File: config.mk
export PLATFORM = sky130hd
export DESIGN_NAME = adil_accel_irq
export DESIGN_NICKNAME = d
export VERILOG_FILES = /design/src/rtl/adil_pkg.sv /design/src/rtl/adil_accel_irq.sv
export SDC_FILE = /design/constraint.sdc
export NUM_CORES = 1
export LEC_CHECK = 0
export BUFFER_PORTS_ARGS = -buffer_cell sky130_fd_sc_hd__buf_2
export CORE_MARGIN = 4
export CORE_UTILIZATION = 60
export CTS_CLUSTER_SIZE = 40
export DETAILED_ROUTE_END_ITERATION = 6
export GPL_ROUTABILITY_DRIVEN = 0
export PLACE_DENSITY_LB_ADDON = 0.08
export SETUP_SLACK_MARGIN = 0.2
export SLEW_MARGIN = 20
export SYNTH_ARGS = -nofsm -noshare
export SYNTH_HDL_FRONTEND = slang
export SYNTH_SLANG_ARGS = --single-unit
File: constraint.sdc
create_clock -name clk_i -period 10.96 [get_ports clk_i]
set_input_delay 2.192 -clock clk_i [delete_from_list [all_inputs] [get_ports clk_i]]
set_output_delay 2.192 -clock clk_i [all_outputs]
set_load 0.02 [all_outputs]
File: src/rtl/adil_pkg.sv
package adil_pkg;

  // Register offsets
  localparam logic [7:0] ADDR_X_LO    = 8'h02;
  localparam logic [7:0] ADDR_STS1    = 8'h09;
  localparam logic [7:0] ADDR_STS2    = 8'h0a;
  localparam logic [7:0] ADDR_RANGE   = 8'h0f;
  localparam logic [7:0] ADDR_BW      = 8'h10;
  localparam logic [7:0] ADDR_DSET    = 8'h13;
  localparam logic [7:0] ADDR_SLOPE_AXIS_ENABLES  = 8'h16;
  localparam logic [7:0] ADDR_NEW_SAMPLE_IRQ_ENABLE  = 8'h17;
  localparam logic [7:0] ADDR_MAP     = 8'h1a;
  localparam logic [7:0] ADDR_PINCFG  = 8'h20;
  localparam logic [7:0] ADDR_LATCH   = 8'h21;
  localparam logic [7:0] ADDR_SIGMOT  = 8'h2a;

  // Field positions
  localparam int DSET_ENG_SRC_BIT   = 5;
  localparam int DSET_GUARD_OFF_BIT = 6;
  localparam int DSET_OUT_SRC_BIT   = 7;
  localparam int NEW_SAMPLE_IRQ_ENABLE_NEW_BIT     = 4;
  localparam int SIGMOT_MOVE_BIT    = 1;
  localparam int SIGMOT_MAJOR_BIT   = 2;
  localparam int STS2_WMARK_BIT     = 5;
  localparam int STS2_FULL_BIT      = 6;
  localparam int STS2_NEW_BIT       = 7;
  localparam int MAP_SLOPE_BIT      = 0;
  localparam int MAP_MAJOR_BIT      = 1;
  localparam int MAP_NEW_BIT        = 2;
  localparam int MAP_FIFO_BIT       = 3;
  localparam int MAP_PIN_B_OFS      = 4;
  localparam int PINCFG_A_HIGH_BIT  = 0;
  localparam int PINCFG_A_OD_BIT    = 1;
  localparam int PINCFG_B_HIGH_BIT  = 2;
  localparam int PINCFG_B_OD_BIT    = 3;
  localparam int LATCH_RST_BIT      = 7;

  // Codes
  localparam logic [3:0] RANGE_2G      = 4'h3;
  localparam logic [3:0] RANGE_4G      = 4'h5;
  localparam logic [3:0] RANGE_8G      = 4'h8;
  localparam logic [3:0] LATCH_NONE_A  = 4'h0;
  localparam logic [3:0] LATCH_NONE_B  = 4'h8;
  localparam logic [3:0] LATCH_HOLD_A  = 4'h7;
  localparam logic [3:0] LATCH_HOLD_B  = 4'hf;
  localparam logic [4:0] BW_CODE_MIN   = 5'h08;
  localparam logic [4:0] BW_CODE_MAX   = 5'h0f;

  // Reset values
  localparam logic [3:0] RANGE_RST = RANGE_2G;
  localparam logic [4:0] BW_RST    = BW_CODE_MAX;

  // Timing
  localparam int CLK_PERIOD_NS  = 50;
  localparam int UNF_PERIOD_NS  = 500_000;
  localparam int NEW_HOLD_NS    = 250_000;
  localparam int TEMP_SHORT_NS  = 250_000;
  localparam int TEMP_MID_NS    = 12_500_000;
  localparam int TEMP_LONG_NS   = 250_000_000;
  localparam int UNF_CYC        = UNF_PERIOD_NS / CLK_PERIOD_NS;
  localparam int NEW_HOLD_CYC   = NEW_HOLD_NS / CLK_PERIOD_NS;
  localparam int TEMP_SHORT_CYC = TEMP_SHORT_NS / CLK_PERIOD_NS;
  localparam int TEMP_MID_CYC   = TEMP_MID_NS / CLK_PERIOD_NS;
  localparam int TEMP_LONG_CYC  = TEMP_LONG_NS / CLK_PERIOD_NS;

  typedef struct packed {
    logic [27:0]       pre;
    logic [6:0]        dec;
    logic [2:0][11:0]  smp;
    logic [2:0][7:0]   hi;
    logic [2:0]        fresh;
    logic [3:0]        range;
    logic [4:0]        bw;
    logic [7:0]        dset;
    logic [7:0]        slope_axis_enables;
    logic [7:0]        new_sample_irq_enable;
    logic [7:0]        map;
    logic [7:0]        pincfg;
    logic [3:0]        latch;
    logic [7:0]        sigmot;
    logic [4:0]        mot_sts;
    logic [27:0]       mot_tmr;
    logic              new_sts;
    logic [27:0]       new_tmr;
    logic [1:0]        fifo_sts;
    logic [7:0]        rdata;
    logic              pin_a;
    logic              pin_a_oe;
    logic              pin_b;
    logic              pin_b_oe;
  } adil_state_t;

  // Pins idle high, driven: default is push-pull active-low
  localparam adil_state_t ADIL_STATE_RST = '{range: RANGE_RST, bw: BW_RST,
                                             pin_a: 1'b1, pin_a_oe: 1'b1,
                                             pin_b: 1'b1, pin_b_oe: 1'b1,
                                             default: '0};

endpackage : adil_pkg

File: src/rtl/adil_accel_irq.sv
`timescale 1ns/100ps
module adil_accel_irq
  import adil_pkg::*;
#(
  parameter int UNF_CYC_P        = adil_pkg::UNF_CYC,
  parameter int NEW_HOLD_CYC_P   = adil_pkg::NEW_HOLD_CYC,
  parameter int TEMP_SHORT_CYC_P = adil_pkg::TEMP_SHORT_CYC,
  parameter int TEMP_MID_CYC_P   = adil_pkg::TEMP_MID_CYC,
  parameter int TEMP_LONG_CYC_P  = adil_pkg::TEMP_LONG_CYC
)
(
  input  wire logic             clk_i,
  input  wire logic             rst_i,
  input  wire logic [7:0]       reg_addr_i,
  input  wire logic             reg_wr_i,
  input  wire logic             reg_rd_i,
  input  wire logic [7:0]       reg_wdata_i,
  output logic      [7:0]       reg_rdata_o,
  input  wire logic [2:0][11:0] filt_sample_i,
  input  wire logic [2:0][11:0] raw_sample_i,
  input  wire logic [2:0]       slope_det_i,
  input  wire logic [2:0]       major_det_i,
  input  wire logic             fifo_wmark_i,
  input  wire logic             fifo_full_i,
  output logic      [3:0]       fullscale_code_o,
  output logic                  engine_unfiltered_o,
  output logic                  irq_pin_a_o,
  output logic                  irq_pin_a_oe_o,
  output logic                  irq_pin_b_o,
  output logic                  irq_pin_b_oe_o
);
  import adil_pkg::*;

  adil_state_t s_q;
  adil_state_t s_d;

  function automatic logic [27:0] hold_cycles(input logic [3:0] code);
    logic [27:0] r;
    r = 28'(TEMP_SHORT_CYC_P);
    if (code >= 4'h1 && code <= 4'h6)
    begin
      r = 28'(TEMP_LONG_CYC_P << (code - 4'h1));
    end
    else if (code >= 4'h9 && code <= 4'hb)
    begin
      r = 28'(TEMP_SHORT_CYC_P << (code - 4'h9));
    end
    else if (code >= 4'hc && code <= 4'he)
    begin
      r = 28'(TEMP_MID_CYC_P << (code - 4'hc));
    end
    return r;
  endfunction : hold_cycles

  function automatic logic [1:0] drive_pin(input logic lvl, input logic high, input logic od);
    logic p;
    p = high ? lvl : ~lvl;
    // Open-drain only ever pulls low; high level is left to the pull-up
    return od ? {1'b0, ~p} : {p, 1'b1};
  endfunction : drive_pin

  logic              unf_tick;
  logic              filt_tick;
  logic              upd;
  logic              guard_off;
  logic [2:0]        k;
  logic [4:0]        bw_eff;
  logic [6:0]        mask;
  logic [2:0][11:0]  val;
  logic [2:0]        axis_en;
  logic [4:0]        cond;
  logic              irq_rst;
  logic              rd_lo;
  logic              rd_hi;
  logic [3:0]        src;
  logic [1:0]        pa;
  logic [1:0]        pb;

  always_comb
  begin
    s_d = s_q;

    // Prescaler gives the 2 kHz unfiltered rate
    unf_tick = (s_q.pre == 28'(UNF_CYC_P - 1));
    s_d.pre  = unf_tick ? 28'h0 : s_q.pre + 28'h1;
    if (unf_tick)
    begin
      s_d.dec = s_q.dec + 7'h1;
    end
    bw_eff = s_q.bw[4] ? BW_CODE_MAX : ((s_q.bw < BW_CODE_MIN) ? BW_CODE_MIN : s_q.bw);
    k      = 3'(BW_CODE_MAX - bw_eff);
    mask   = 7'h7f >> (3'h7 - k);
    // Filtered rate is 2 kHz divided by 2^k, i.e. twice the bandwidth
    filt_tick = unf_tick && ((s_q.dec & mask) == 7'h0);

    upd       = s_q.dset[DSET_OUT_SRC_BIT] ? unf_tick : filt_tick;
    val       = s_q.dset[DSET_OUT_SRC_BIT] ? raw_sample_i : filt_sample_i;
    guard_off = s_q.dset[DSET_GUARD_OFF_BIT];

    if (reg_rd_i)
    begin
      s_d.rdata = 8'h00;
    end

    for (int i = 0; i < 3; i++)
    begin
      rd_lo = reg_rd_i && (reg_addr_i == ADDR_X_LO + 8'(2 * i));
      rd_hi = reg_rd_i && (reg_addr_i == ADDR_X_LO + 8'(2 * i + 1));
      if (rd_lo)
      begin
        s_d.rdata = {s_q.smp[i][3:0], 3'b000, s_q.fresh[i]};
        if (!guard_off)
        begin
          s_d.hi[i] = s_q.smp[i][11:4];
        end
      end
      if (rd_hi)
      begin
        s_d.rdata = s_q.hi[i];
      end
      if (rd_lo || rd_hi)
      begin
        s_d.fresh[i] = 1'b0;
      end
      if (upd)
      begin
        s_d.smp[i]   = val[i];
        s_d.fresh[i] = 1'b1;
        if (guard_off)
        begin
          s_d.hi[i] = val[i][11:4];
        end
      end
    end

    // Motion conditions
    axis_en = s_q.slope_axis_enables[2:0];
    cond[2:0] = slope_det_i & axis_en;
    cond[3]   = s_q.sigmot[SIGMOT_MOVE_BIT] && |(slope_det_i & axis_en);
    cond[4]   = s_q.sigmot[SIGMOT_MAJOR_BIT] && |(major_det_i & axis_en);

    irq_rst = reg_wr_i && (reg_addr_i == ADDR_LATCH) && reg_wdata_i[LATCH_RST_BIT];
    if (s_q.latch == LATCH_NONE_A || s_q.latch == LATCH_NONE_B)
    begin
      s_d.mot_sts = cond;
      s_d.mot_tmr = 28'h0;
    end
    else if (s_q.latch == LATCH_HOLD_A || s_q.latch == LATCH_HOLD_B)
    begin
      s_d.mot_sts = irq_rst ? cond : (s_q.mot_sts | cond);
      s_d.mot_tmr = 28'h0;
    end
    else
    begin
      // One shared hold timer: later bits clear with the first one
      if (s_q.mot_tmr != 28'h0)
      begin
        s_d.mot_tmr = s_q.mot_tmr - 28'h1;
      end
      if (s_q.mot_tmr == 28'h1)
      begin
        // A condition present at expiry starts a fresh hold: set wins
        s_d.mot_sts = cond;
        if (cond != 5'h00)
        begin
          s_d.mot_tmr = hold_cycles(s_q.latch);
        end
      end
      else
      begin
        s_d.mot_sts = s_q.mot_sts | cond;
        if (s_q.mot_sts == 5'h00 && cond != 5'h00)
        begin
          s_d.mot_tmr = hold_cycles(s_q.latch);
        end
      end
    end

    // New-sample status: fixed hold, set wins over expiry
    if (s_q.new_tmr != 28'h0)
    begin
      s_d.new_tmr = s_q.new_tmr - 28'h1;
    end
    if (s_q.new_tmr == 28'h1)
    begin
      s_d.new_sts = 1'b0;
    end
    if (upd && s_q.new_sample_irq_enable[NEW_SAMPLE_IRQ_ENABLE_NEW_BIT])
    begin
      s_d.new_sts = 1'b1;
      s_d.new_tmr = 28'(NEW_HOLD_CYC_P);
    end
    s_d.fifo_sts = {fifo_full_i, fifo_wmark_i};

    if (reg_rd_i)
    begin
      unique case (reg_addr_i)
        ADDR_STS1:   s_d.rdata = {3'b000, s_q.mot_sts};
        ADDR_STS2:   s_d.rdata = {s_q.new_sts, s_q.fifo_sts, 5'h00};
        ADDR_RANGE:  s_d.rdata = {4'h0, s_q.range};
        ADDR_BW:     s_d.rdata = {3'b000, s_q.bw};
        ADDR_DSET:   s_d.rdata = s_q.dset;
        ADDR_SLOPE_AXIS_ENABLES: s_d.rdata = s_q.slope_axis_enables;
        ADDR_NEW_SAMPLE_IRQ_ENABLE: s_d.rdata = s_q.new_sample_irq_enable;
        ADDR_MAP:    s_d.rdata = s_q.map;
        ADDR_PINCFG: s_d.rdata = s_q.pincfg;
        ADDR_LATCH:  s_d.rdata = {4'h0, s_q.latch};
        ADDR_SIGMOT: s_d.rdata = s_q.sigmot;
        default:     ;
      endcase
    end

    if (reg_wr_i)
    begin
      unique case (reg_addr_i)
        ADDR_RANGE:  s_d.range  = reg_wdata_i[3:0];
        ADDR_BW:     s_d.bw     = reg_wdata_i[4:0];
        ADDR_DSET:   s_d.dset   = reg_wdata_i;
        ADDR_SLOPE_AXIS_ENABLES: s_d.slope_axis_enables = reg_wdata_i;
        ADDR_NEW_SAMPLE_IRQ_ENABLE: s_d.new_sample_irq_enable = reg_wdata_i;
        ADDR_MAP:    s_d.map    = reg_wdata_i;
        ADDR_PINCFG: s_d.pincfg = reg_wdata_i;
        ADDR_LATCH:  s_d.latch  = reg_wdata_i[3:0];
        ADDR_SIGMOT: s_d.sigmot = reg_wdata_i;
        default:     ;
      endcase
    end

    // Pins from the next-state statuses so pin and status move together
    src[MAP_SLOPE_BIT] = |s_d.mot_sts[3:0];
    src[MAP_MAJOR_BIT] = s_d.mot_sts[4];
    src[MAP_NEW_BIT]   = s_d.new_sts;
    src[MAP_FIFO_BIT]  = |s_d.fifo_sts;
    pa = drive_pin(|(src & s_q.map[3:0]), s_q.pincfg[PINCFG_A_HIGH_BIT],
                   s_q.pincfg[PINCFG_A_OD_BIT]);
    pb = drive_pin(|(src & s_q.map[MAP_PIN_B_OFS +: 4]), s_q.pincfg[PINCFG_B_HIGH_BIT],
                   s_q.pincfg[PINCFG_B_OD_BIT]);
    s_d.pin_a    = pa[1];
    s_d.pin_a_oe = pa[0];
    s_d.pin_b    = pb[1];
    s_d.pin_b_oe = pb[0];
  end

  always_ff @(posedge clk_i or posedge rst_i)
  begin
    if (rst_i)
    begin
      s_q <= ADIL_STATE_RST;
    end
    else
    begin
      s_q <= s_d;
    end
  end

  assign reg_rdata_o         = s_q.rdata;
  assign fullscale_code_o    = s_q.range;
  assign engine_unfiltered_o = s_q.dset[DSET_ENG_SRC_BIT];
  assign irq_pin_a_o         = s_q.pin_a;
  assign irq_pin_a_oe_o      = s_q.pin_a_oe;
  assign irq_pin_b_o         = s_q.pin_b;
  assign irq_pin_b_oe_o      = s_q.pin_b_oe;

endmodule : adil_accel_irq

# Word-level counts from Yosys, hierarchy flattened
# Cells that the tools add are included.
# op_classes
add_sub_neg	9
bitwise_logic	10
n_lt_le_gt_ge	7
reduce_logical	46
mux	49
mul	0
n_div	0
shift	4
eq_ne	23
# op_table
op	count
two-way mux 28 bit	8
two-way mux 8 bit	20
two-way mux 33 bit	3
one-hot mux 8 bit (11 select lines)	1
== test 28 x 1 -> 1 bit, second input constant	2
nonzero test 28 bit	2
subtractor 28 x 1 -> 28 bit, second input constant	2
== test 8 x 5 -> 1 bit, second input constant	5
two-way mux 36 bit	1
== test 8 x 3 -> 1 bit, second input constant	4
two-way mux 29 bit	1
adder 28 x 1 -> 28 bit, second input constant	1
== test 28 x 14 -> 1 bit, second input constant	1
left shift 13 x 4 -> 28 bit, first input constant	1
left shift 18 x 4 -> 28 bit, first input constant	1
left shift 23 x 4 -> 28 bit, first input constant	1
== test 8 x 4 -> 1 bit, second input constant	3
== test 8 x 6 -> 1 bit, second input constant	3
AND reduction 2 bit	9
== test 8 x 2 -> 1 bit, second input constant	2
logical AND 1 bit	16
OR reduction 4 bit	3
two-way mux 1 bit	10
AND 4 bit	2
27 further kinds	46
# word_totals
in_bits	100
ramBits	0
latchBits	0
elab_cells	178
out_inout_bits	17
romBits	0
mem_count	0
reg_bits	235

# Logic depth before layout (Yosys ltp)
# Gate-level depths: netlist of the first run.
# logic_depth
depth_word	18
depth_mapped	14
mapped_depth_nobuf	10

# Least setup slack after synthesis of the first run
# No wires, ideal clock.
# synth_path
path_type	input -> register
from	in reg_addr_i[5]
to	reg s_q (netlist bit axis_en[0])
setup_time_ps	128
path_slack_ps	6769
path_stages	5
required_ps	10832
path_buffers	0
t_arrival_ps	4063
cell_sequence	or4b_1 -> or3b_1 -> nor2_1 -> nand2_1 -> mux2_1
# synth_between
elab_chain_len	2
# synth_lines
element	line	text
from (decl)	adil_accel_irq.sv:14	input wire logic [7:0] reg_addr_i,
== test 8 x 5 -> 1 bit	adil_accel_irq.sv:215	unique case (reg_addr_i)
AND reduction 2 bit (no source line)	n/a	
to (signal assigned)	adil_accel_irq.sv:248	s_q <= ADIL_STATE_RST;
to (signal assigned)	adil_accel_irq.sv:252	s_q <= s_d;
to (decl)	adil_accel_irq.sv:34	adil_state_t s_q;
# Every way passes these cells.
# A chain may end at the register's enable or synchronous reset.

==> reports/metrics.cfg, run 1 <==
[status]
run_status = finished clean

[floorplanning]
io_pins = 117
die_height_microns = 159
die-width_microns = 159
row_count = 54
core-area_sq_um = 22100
floorplan.initialDensity_pct = 61.9
die-area_sq_um = 25300

[routing]
routed_wl_microns = 36700
drtIter0Drc = 1106
post_drt_wl_per_cell_microns = 20.7
ant_nets_after_route = 0
routed-via-count = 11500
vias_per_cell = 6.47
detail_route.drc_violations = 0
detailedRoute.firstPassIterationCount = 7

[logic_synthesis]
synth_seq_cells = 235
synth-xor-area-share_pct = 4.67
edff_count_synth = 0
largest_family_of_logic_cells_by_synthesized_area = simple AND/OR/NAND/NOR gates
synth_warnings = 0
postSynthNetCount = 1528
synthCells = 1406
synth_simple_gate_area_share_pct = 17.5
synthFlopType = sky130_fd_sc_hd__dfrtp_1
muxShareOfSynthArea_pct = 14.1
synth_async_sr_flop_share_pct = 100
synth_adder_area_share_pct = 2.01
synth_area_sq_um = 13700
synthDistinctLibCells = 78
synth.yosys.seq_area_share_pct = 43.1
syn_area_per_cell_sq_um = 9.73
synth_compound_gate_area_share_pct = 15.2

[cells_and_area]
final_core_util_pct = 69.1
final_nets = 1597
final_common_cell = sky130_fd_sc_hd__dfrtp_1
layout_common_cells = sky130_fd_sc_hd__dfrtp_1 (224), sky130_fd_sc_hd__nand2_1 (123), sky130_fd_sc_hd__buf_2 (116), sky130_fd_sc_hd__nor2_1 (112), sky130_fd_sc_hd__mux2i_1 (108)
share_of_final_layout_standard_cells_stronger_than_drive_strength_1_pct = 16.1
area_growth_syn_to_layout_pct = 11.6
final.fill_count = 1742

[critical_path]
timing.critical_path.to_type = flop
slowest_delay_ns = 0.82
critical_path_class = in -> reg
r2r_setup_slack_ns = 6.86
critical_path_fanout_max = 26
crit_slowest_cell = sky130_fd_sc_hd__nor4b_4
critPathRequiredTime_ns = 11.35
critical_path.reg2reg.startpoint = s_q[84]
crit_top_cell = sky130_fd_sc_hd__mux2i_1
kind_of_launch_point_of_the_worst_setup_path = primary input
timing.critical_path.arrival_ns = 4.95
worstRegToRegCells = 10
timing.critical_path.cells = buf_2, nor2b_1, nand4_1, nor4b_4, mux2i_1, mux2i_1
timing.rr.end = s_q[58]

[placement]
portBuffers = 116
dpl.hpwl_microns = 25500
preCtsSetupSlack_ns = 5.64

[global_route]
track_usage_pct = 27.9
grt_pass1_wl_microns = 58800
antenna_found_initial = 2
grt_max_degree = 93
grt_pass1_vias = 11000
grt_overflow_total = 0

[sta]
maxSlewViolCount = 0
finalHoldViolCount = 0
finalClockSkew_ns = 0.0339
worst_slew_margin_rel_pct = 35.0
layout_min_cycle_time_ns = 4.56
finalCritPeriodShare_pct = 41.6
final_critical_path_setup_slack_ns = 6.40
rsz0062_at_grt = false
fmax_mhz = 219
slew_at_the_pin_with_the_worst_max_slew_slack_ns = 0.975
fin_tns_setup_ns = 0
finalSetupViolations = 0

[worst_hold_path]
timing.hold.worst_endpoint = s_q[176]
worst_hold_path_startpoint = s_q[176]
worstHoldPathType = reg -> reg
hold_depth = 2

[power]
p_clk_share_pct = 35.9
share_seq_of_total_power_pct = 38.5
power_switching_mw = 0.800
combinationalPowerShare_pct = 25.6
power.leakage_nw = 6.85
vdd_drop_max_v = 0.000134
p_per_area_nw_per_um2 = 164
cell_internal_pwr_mw = 1.71
swShare_pct = 31.9

[clock_tree]
clock_tree_from_tritoncts = built
clock_tree.root_cell = sky130_fd_sc_hd__clkbuf_16
htree_num_levels = 1
cts_hold_repair.buffers = 0
number_of_gates_resized_after_cts = 0
clk_transition_reported_paths_ns = 0.06
numCtsBuffers = 26
cts_setup_buffers = 0
cts_buffer_depth = 3
clock_latency_on_the_worst_skew_pair_ns = 0.56
clock_sink_count = 235

[flow_run]
max_cap_viol_count = 0

-- kinds of logic after synthesis --
group,after synthesis
and+or+nand+nor,477
AOI/OAI and AO/OA,305
DFF,235
muxes,183
buffers and inverters,111
xor gates and xnor gates,73
adders and majority gates,22
-- worst max-delay path: cells and delay by family --
kind	cells	cell delay, ns
buf+inv	1	0.48
simple gates	3	1.90
mux	2	0.35
-- metrics by stage --
step           area [sq um]  cells  total power, mW  hold WS [ns]
2_1_floorplan         13700   1406             1.46         0.448
3_3_place_gp          14300   1727             1.60         0.464
3_5_place_dp          14300   1727             1.60         0.471
4_1_cts               15200   1775             2.51         0.485
5_1_grt               15300   1777             2.64         0.504
6_report              15300   1777             2.51         0.483
-- metal layers --
layer,vias to the layer above,track usage (%),share of wire [%]
li1,5323,-,-
met1,5538,39.4,43
met2,521,44.5,46
met3,108,4.09,7.4
met4,0,9.47,4.0
met5,-,0,0
-- cells in the mapped netlist (35+ instances only) --
library cell                 n  area, sq um
sky130_fd_sc_hd__nor2_1    112          420
sky130_fd_sc_hd__mux2i_1   108         1080
sky130_fd_sc_hd__mux2_2     36          405
sky130_fd_sc_hd__mux2_1     39          439
sky130_fd_sc_hd__nand3_1    44          220
sky130_fd_sc_hd__dfrtp_1   225         5630
sky130_fd_sc_hd__o21ai_1    45          225
sky130_fd_sc_hd__nor3_1     37          185
sky130_fd_sc_hd__nand2_1   123          462
sky130_fd_sc_hd__a21oi_1    52          260
sky130_fd_sc_hd__a211oi_1   35          263
sky130_fd_sc_hd__xnor2_1    49          429
sky130_fd_sc_hd__clkbuf_1   63          236
-- sequential cells by signal (all words and copies together), names as in the netlist --
| signal | count |
|---|---|
| axis_en | 3 |
| engine_unfiltered_o | 1 |
| fullscale_code_o | 4 |
| guard_off | 1 |
| irq_pin_a_o | 1 |
| irq_pin_a_oe_o | 1 |
| irq_pin_b_o | 1 |
| irq_pin_b_oe_o | 1 |
| reg_rdata_o | 8 |
| s_q | 214 |
-- power by group through the flow --
stage	combinational (mW)	clock [mW]	sequential, mW
floorplan	0.496	0	0.966
global placement	0.616	0	0.979
detailed placement	0.625	0	0.980
CTS	0.633	0.914	0.965
global route	0.711	0.953	0.972
finish	0.642	0.900	0.967
-- area by class of cell --
class / count / area, sq um / share of cell area [%]
antenna: 2 / 5.00 / 0.0328
clock buffer: 36 / 728 / 4.77
clock inverter: 12 / 169 / 1.11
inverter: 24 / 97.6 / 0.639
multi-input combinational: 1060 / 7350 / 48.1
sequential: 235 / 5890 / 38.6
tap: 280 / 350 / 2.30
timing repair buffer: 128 / 671 / 4.39
-- worst max-delay path by stage --
stage	to	slack [ns]	startpoint
floorplan	axis_en[0]	2.34	rst_i
global placement	s_q[162]	5.84	reg_addr_i[2]
detailed placement	s_q[163]	5.64	reg_addr_i[2]
CTS	s_q[161]	6.19	reg_addr_i[2]
global route	s_q[161]	6.28	reg_addr_i[2]
finish	s_q[158]	6.40	reg_addr_i[2]
Power figures use the tool's default switching activity.
==> run 2, diff against run 1 <==
==> constraint.sdc (replaced) <==
create_clock -name clk_i -period 4.3 [get_ports clk_i]
set_input_delay 0.86 -clock clk_i [delete_from_list [all_inputs] [get_ports clk_i]]
set_output_delay 0.86 -clock clk_i [all_outputs]
set_load 0.02 [all_outputs]
==> run 2 against run 1 <==
  * Clock power rose to 2.5 times the previous value
  * Via count down 1.2%
  * Count of clock-buffer cells in the layout did not move
  * Clock skew shrank 0.0015 ns
  * Sequential cell count unchanged
  * Sequential share of layout area decreased by 0.095 points
  * Power rose to 2.5 times the previous value
  * Critical path depth is 4 higher
  * Final area up 0.25%
  * Combinational power increased to 2.5 times the previous value
  * Global-route usage shrank 0.11 points
  * Critical path type is now reg -> reg
  * Critical endpoint is now s_q[58]
==> reports/metrics.cfg, run 2 (synthesis results as in run 1) <==
[sta]
finalHoldViolCount = 0  ; unchanged
maxSlewViolCount = 0  ; unchanged
slew_at_the_pin_with_the_worst_max_slew_slack_ns = 1.01  ; +0.0331 ns
finalSetupViolations = 0  ; unchanged
final_critical_path_setup_slack_ns = 0.897  ; -5.50 ns
fin_tns_setup_ns = 0  ; unchanged
rsz0062_at_grt = false
layout_min_cycle_time_ns = 3.40
finalClockSkew_ns = 0.0324  ; -0.00152 ns
fmax_mhz = 294
worst_slew_margin_rel_pct = 31.7  ; -3.3 points
finalCritPeriodShare_pct = 79.1

[critical_path]
timing.critical_path.to_type = flop
critical_path_class = reg -> reg
critPathRequiredTime_ns = 4.72  ; -6.63 ns
kind_of_launch_point_of_the_worst_setup_path = flop
critical_path_fanout_max = 27  ; +3.8%
timing.critical_path.arrival_ns = 3.82  ; -1.13 ns
worstRegToRegCells = 10  ; unchanged

[power]
power_switching_mw = 2.01  ; +150%
p_per_area_nw_per_um2 = 416  ; +150%
cell_internal_pwr_mw = 4.36  ; +150%
swShare_pct = 31.5  ; -0.37 points
fin_total_pwr_mw = 6.36  ; +150%
share_seq_of_total_power_pct = 38.6  ; about the same
p_clk_share_pct = 35.9  ; about the same
combinationalPowerShare_pct = 25.4  ; -0.2 points
power.leakage_nw = 6.88  ; +0.45%
vdd_drop_max_v = 0.000481  ; +260%

[routing]
detailedRoute.firstPassIterationCount = 6  ; -1
drtIter0Drc = 1241  ; +12%
ant_nets_after_route = 0  ; unchanged
detail_route.drc_violations = 0  ; unchanged
vias_per_cell = 6.36  ; -1.6%
post_drt_wl_per_cell_microns = 20.1  ; -2.7%
routed-via-count = 11400  ; -1.2%
routed_wl_microns = 35900  ; -2.3%

[clock_tree]
clock_latency_on_the_worst_skew_pair_ns = 0.56  ; about the same
cts_setup_buffers = 0  ; unchanged
clock_tree_from_tritoncts = built
numCtsBuffers = 26  ; unchanged
cts_buffer_depth = 3  ; unchanged
number_of_gates_resized_after_cts = 0  ; unchanged
clock_sink_count = 235  ; unchanged
cts_hold_repair.buffers = 0  ; unchanged
clk_transition_reported_paths_ns = 0.06  ; about the same
clock_tree.root_cell = sky130_fd_sc_hd__clkbuf_16
htree_num_levels = 1  ; unchanged

[cells_and_area]
final_nets = 1603  ; +0.38%
final_common_cell = sky130_fd_sc_hd__dfrtp_1
final-seq-area_sq_um = 5890  ; unchanged
largest_register = s_q
final.fill_count = 1722  ; -1.1%
flip_flop_count_of_the_largest_register_after_layout = 214  ; unchanged
multi_input_comb_area_sq_um = 7330  ; -0.22%
instances_no_fill = 1784  ; +0.39%
area_growth_syn_to_layout_pct = 11.8
share_of_final_layout_standard_cells_stronger_than_drive_strength_1_pct = 16.3  ; +0.27 points
layout_common_cells = sky130_fd_sc_hd__dfrtp_1 (224), sky130_fd_sc_hd__nand2_1 (123), sky130_fd_sc_hd__buf_2 (116), sky130_fd_sc_hd__nor2_1 (112), sky130_fd_sc_hd__mux2i_1 (108)

[global_route]
grt_overflow_total = 0  ; unchanged
grt_max_degree = 156  ; +68%
antenna_found_initial = 2  ; unchanged
grt_pass1_wl_microns = 58200  ; -0.98%
track_usage_pct = 27.8  ; -0.11 points
grt_pass1_vias = 10900  ; -1.0%

[flow_run]
max_cap_viol_count = 0  ; unchanged

[worst_hold_path]
hold_depth = 1  ; -1
worstHoldPathType = in -> reg

[status]
run_status = finished clean

[floorplanning]
io_pins = 117  ; unchanged
row_count = 54  ; unchanged
die-width_microns = 159  ; unchanged
core-area_sq_um = 22100  ; unchanged
floorplan.initialDensity_pct = 61.9  ; unchanged
die_height_microns = 159  ; unchanged
die-area_sq_um = 25300  ; unchanged

[placement]
dp.cells = 1733  ; +0.35%
preCtsSetupSlack_ns = 0.905  ; -4.74 ns
dpl.hpwl_microns = 25600  ; +0.27%
portBuffers = 116  ; unchanged

==> run 2: cell types whose count changed in the layout (fill, tap and decap cells not counted), sizes merged <==
cell / previous run / this run
buf: 128 / 134
diode: 2 / 3
==> run 2: stage by stage <==
stage | hold slack [ns] | utilization [%] | area, sq um
2_1_floorplan | 0.448 | - | 13700
3_3_place_gp | 0.458 | 65.2 | 14400
3_5_place_dp | 0.474 | 65.2 | 14400
4_1_cts | 0.420 | 69.2 | 15300
5_1_grt | 0.431 | 69.2 | 15300
6_report | 0.432 | 69.3 | 15300
==> run 2: layout make-up <==
type,count,area share (%)
clock buffers,36,4.76
clock inverters,12,1.09
inverters,24,0.613
flip-flops and latches,235,38.5
repair buffers,134,4.76
well taps,280,2.29
multi-input cells,1060,47.9
diodes,3,0.0491
==> run 2: per-layer routing <==
layer | vias up | GRT usage, % | part of all wire, %
met3 | 111 | 3.13 | 6.0
li1 | 5354 | - | -
met4 | 0 | 11.7 | 4.5
met1 | 5449 | 40.2 | 44
met5 | - | 0 | 0
met2 | 437 | 42.8 | 46
==> run 2: power by group through the flow <==
stage	registers [mW]	logic, mW	clock network, mW
finish	2.46	1.62	2.29
global route	2.47	1.80	2.43
CTS	2.45	1.61	2.33
detailed placement	2.49	1.60	0
global placement	2.49	1.59	0
floorplan	2.46	1.26	0
==> run 2: worst max-delay path: stages (launching register included) <==
cell and delay (ns):
sky130_fd_sc_hd__dfrtp_1 0.37, sky130_fd_sc_hd__inv_1 0.22, sky130_fd_sc_hd__ha_1 0.40, sky130_fd_sc_hd__inv_1 0.08
sky130_fd_sc_hd__ha_1 0.82, sky130_fd_sc_hd__inv_2 0.29, sky130_fd_sc_hd__mux2i_1 0.22, sky130_fd_sc_hd__a211o_1 0.32
sky130_fd_sc_hd__a31oi_1 0.22, sky130_fd_sc_hd__nor2_1 0.07, sky130_fd_sc_hd__a311oi_1 0.25
==> run 2: path summary, 6_finish.rpt <==
kind,start,to,slack [ns]
max,s_q[84],s_q[58],0.90
min,fifo_full_i,s_q[13],0.43
max reg2reg,s_q[84],s_q[58],0.90
min reg2reg,s_q[180],s_q[180],0.48
max in group asynchronous,rst_i,s_q[192],2.86
min in group asynchronous,rst_i,s_q[62],0.47
==> run 3, diff against run 2 <==
==> constraint.sdc (replaced) <==
create_clock -name clk_i -period 3.2 [get_ports clk_i]
set_input_delay 0.64 -clock clk_i [delete_from_list [all_inputs] [get_ports clk_i]]
set_output_delay 0.64 -clock clk_i [all_outputs]
set_load 0.02 [all_outputs]
==> run 3 against run 2 <==
  * First-iteration DRC count down 7.5%
  * Sequential power increased by 35%
  * Combinational power rose by 39%
  * Maximum frequency up 19%
  * Sequential share of layout area is 0.59 points lower
  * Clock power increased by 28%
  * Routed wire length grew 4.1%
  * Critical path type unchanged
  * Critical endpoint is now irq_pin_b_oe_o
  * Highest routed layer unchanged
==> reports/metrics.cfg, run 3 (synthesis results as in run 1) <==
[global_route]
track_usage_pct = 29.0  ; +1.2 points
grt_use_met3_pct = 3.91  ; +0.78 points
grt_overflow_total = 0  ; unchanged
grt_pass1_vias = 11600  ; +6.2%
globalRouteMet1Util_pct = 40.3  ; +0.13 points
antenna_found_initial = 0  ; -2
gr-max-usage-layer = met2
global_route.usage.met2_pct = 46.2  ; +3.3 points
grt_pass1_wl_microns = 60700  ; +4.3%
grt_max_degree = 82  ; -47%

[floorplanning]
die-width_microns = 159  ; unchanged
io_pins = 117  ; unchanged
die_height_microns = 159  ; unchanged
die-area_sq_um = 25300  ; unchanged
core-area_sq_um = 22100  ; unchanged
floorplan.initialDensity_pct = 61.9  ; unchanged
row_count = 54  ; unchanged

[placement]
dpl.hpwl_microns = 26900  ; +5.1%
portBuffers = 116  ; unchanged
placement.cell_area_sq_um = 14700  ; +2.2%
preCtsSetupSlack_ns = 0.207  ; -0.698 ns

[cells_and_area]
insertedDiodeCount = 0  ; -3
layout_common_cells = sky130_fd_sc_hd__dfrtp_1 (224), sky130_fd_sc_hd__nand2_1 (123), sky130_fd_sc_hd__buf_2 (116), sky130_fd_sc_hd__nor2_1 (112), sky130_fd_sc_hd__mux2i_1 (108)
area_growth_syn_to_layout_pct = 13.6
flip_flop_count_of_the_largest_register_after_layout = 214  ; unchanged
largest_register = s_q
share_of_final_layout_standard_cells_stronger_than_drive_strength_1_pct = 18.2  ; +1.8 points
final_nets = 1639  ; +2.2%
final.fill_count = 1710  ; -0.70%
final_common_cell = sky130_fd_sc_hd__dfrtp_1
finalInstanceArea_sq_um = 15500  ; +1.6%

[routing]
ant_nets_after_route = 0  ; unchanged
routed_wl_microns = 37300  ; +4.1%
drtIter0Drc = 1148  ; -7.5%
vias_per_cell = 6.40  ; +0.57%
routed-via-count = 11600  ; +2.4%
detail_route.drc_violations = 0  ; unchanged
post_drt_wl_per_cell_microns = 20.5  ; +2.2%
detailedRoute.firstPassIterationCount = 6  ; unchanged

[critical_path]
critical_path_class = reg -> reg
critical_path_fanout_max = 5  ; -81%
critPathRequiredTime_ns = 3.66  ; -1.06 ns
kind_of_launch_point_of_the_worst_setup_path = flop
crit_path_max_delay_family = simple AND/OR/NAND/NOR gates
crit_top_cell = sky130_fd_sc_hd__or4_4
cp.buffers_inverters = 0  ; -3
crit_slowest_cell = sky130_fd_sc_hd__or4_4
timing.critical_path.to_type = flop
slowest_delay_ns = 0.58  ; -0.24 ns
timing.critical_path.arrival_ns = 3.32  ; -0.50 ns
timing.critical_path.cells = or4_4, or4_4, nor3_2, o311ai_1, a221oi_2, mux2_1

[sta]
worst_slew_margin_rel_pct = 31.1  ; -0.65 points
maxSlewViolCount = 0  ; unchanged
finalCritPeriodShare_pct = 89.3  ; +10 points
finalClockSkew_ns = 0.0202  ; -0.0122 ns
finalSetupViolations = 0  ; unchanged
layout_min_cycle_time_ns = 2.86  ; -0.544 ns
fin_tns_setup_ns = 0  ; unchanged
slew_at_the_pin_with_the_worst_max_slew_slack_ns = 1.03  ; +0.0257 ns
rsz0062_at_grt = false
final_critical_path_setup_slack_ns = 0.341  ; -0.556 ns
finalHoldViolCount = 0  ; unchanged
fmax_mhz = 350  ; +19%

[clock_tree]
clk_transition_reported_paths_ns = 0.06  ; about the same
cts_buffer_depth = 3  ; unchanged
cts_setup_buffers = 0  ; unchanged
clock_latency_on_the_worst_skew_pair_ns = 0.54  ; -0.02 ns
number_of_gates_resized_after_cts = 0  ; unchanged
cts_hold_repair.buffers = 0  ; unchanged
clock_tree_from_tritoncts = built
clock_sink_count = 235  ; unchanged
numCtsBuffers = 25  ; -3.8%
htree_num_levels = 1  ; unchanged
clock_tree.root_cell = sky130_fd_sc_hd__clkbuf_16

[power]
p_clk_share_pct = 34.4  ; -1.5 points
power.leakage_nw = 7.04  ; +2.3%
swShare_pct = 32.2  ; +0.69 points
combinationalPowerShare_pct = 26.6  ; +1.2 points
p_per_area_nw_per_um2 = 545  ; +31%
share_seq_of_total_power_pct = 39.0  ; +0.4 points
cell_internal_pwr_mw = 5.75  ; +32%
vdd_drop_max_v = 0.000452  ; -6.0%
power_switching_mw = 2.73  ; +36%

[worst_hold_path]
worstHoldPathType = in -> async

[flow_run]
max_cap_viol_count = 0  ; unchanged

[status]
run_status = finished clean

-- run 3: cell count changes in the layout (fill, tap and decap cells not counted) --
cell and change:
sky130_fd_sc_hd__buf_12 +3, sky130_fd_sc_hd__clkbuf_16 -1, sky130_fd_sc_hd__inv_16 +1, sky130_fd_sc_hd__inv_6 -1
sky130_fd_sc_hd__clkinv_2 -2, sky130_fd_sc_hd__buf_4 +34, sky130_fd_sc_hd__diode_2 -3, sky130_fd_sc_hd__clkinv_16 -1
sky130_fd_sc_hd__clkbuf_1 +1, sky130_fd_sc_hd__clkbuf_8 +3, sky130_fd_sc_hd__bufinv_16 -2
-- run 3: per-stage QoR --
step                hold WS, ns  util [%]  cells  total power [mW]
finish                    0.191      70.3   1816              8.48
global route              0.217      70.3   1816              8.89
CTS                       0.189      70.3   1816              8.47
detailed placement        0.474      66.6   1770              5.56
global placement          0.463      66.6   1770              5.52
floorplan                 0.448         -   1406              5.01
-- run 3: worst paths after layout --
| path | start | endpoint | slack, ns | depth (start not counted) |
|---|---|---|---|---|
| setup / recovery | s_q[61] | irq_pin_b_oe_o | 0.34 | 6 |
| hold / removal | rst_i | s_q[66] | 0.19 | 2 |
| setup reg to reg | s_q[61] | irq_pin_b_oe_o | 0.34 | 6 |
| hold reg to reg | s_q[189] | s_q[189] | 0.48 | 2 |
| max in group asynchronous | rst_i | s_q[141] | 2.16 | 3 |
| min in group clk_i | fifo_wmark_i | s_q[12] | 0.23 | 1 |
-- run 3: power by group through the flow --
stage	Sequential [mW]	Clock, mW	Combinational, mW
2_1_floorplan	3.31	0	1.70
3_3_place_gp	3.34	0	2.18
3_5_place_dp	3.35	0	2.21
4_1_cts	3.30	2.94	2.23
5_1_grt	3.32	3.08	2.49
6_report	3.31	2.92	2.25
-- run 3: layer usage --
metal	vias up	wire, microns	share of wire, %
met4	0	1690	4.5
met2	518	17100	46
met1	5579	15800	42
met3	116	2710	7.3
met5	-	0	0
li1	5408	-	-
-- run 3: final cells by class --
class / count / area (sq um) / area share (%)
multi-input combinational: 1060 / 7330 / 47.2
sequential: 235 / 5890 / 37.9
timing repair buffer: 171 / 1040 / 6.71
clock buffer: 39 / 748 / 4.81
tap: 280 / 350 / 2.25
inverter: 24 / 93.8 / 0.604
clock inverter: 7 / 77.6 / 0.499
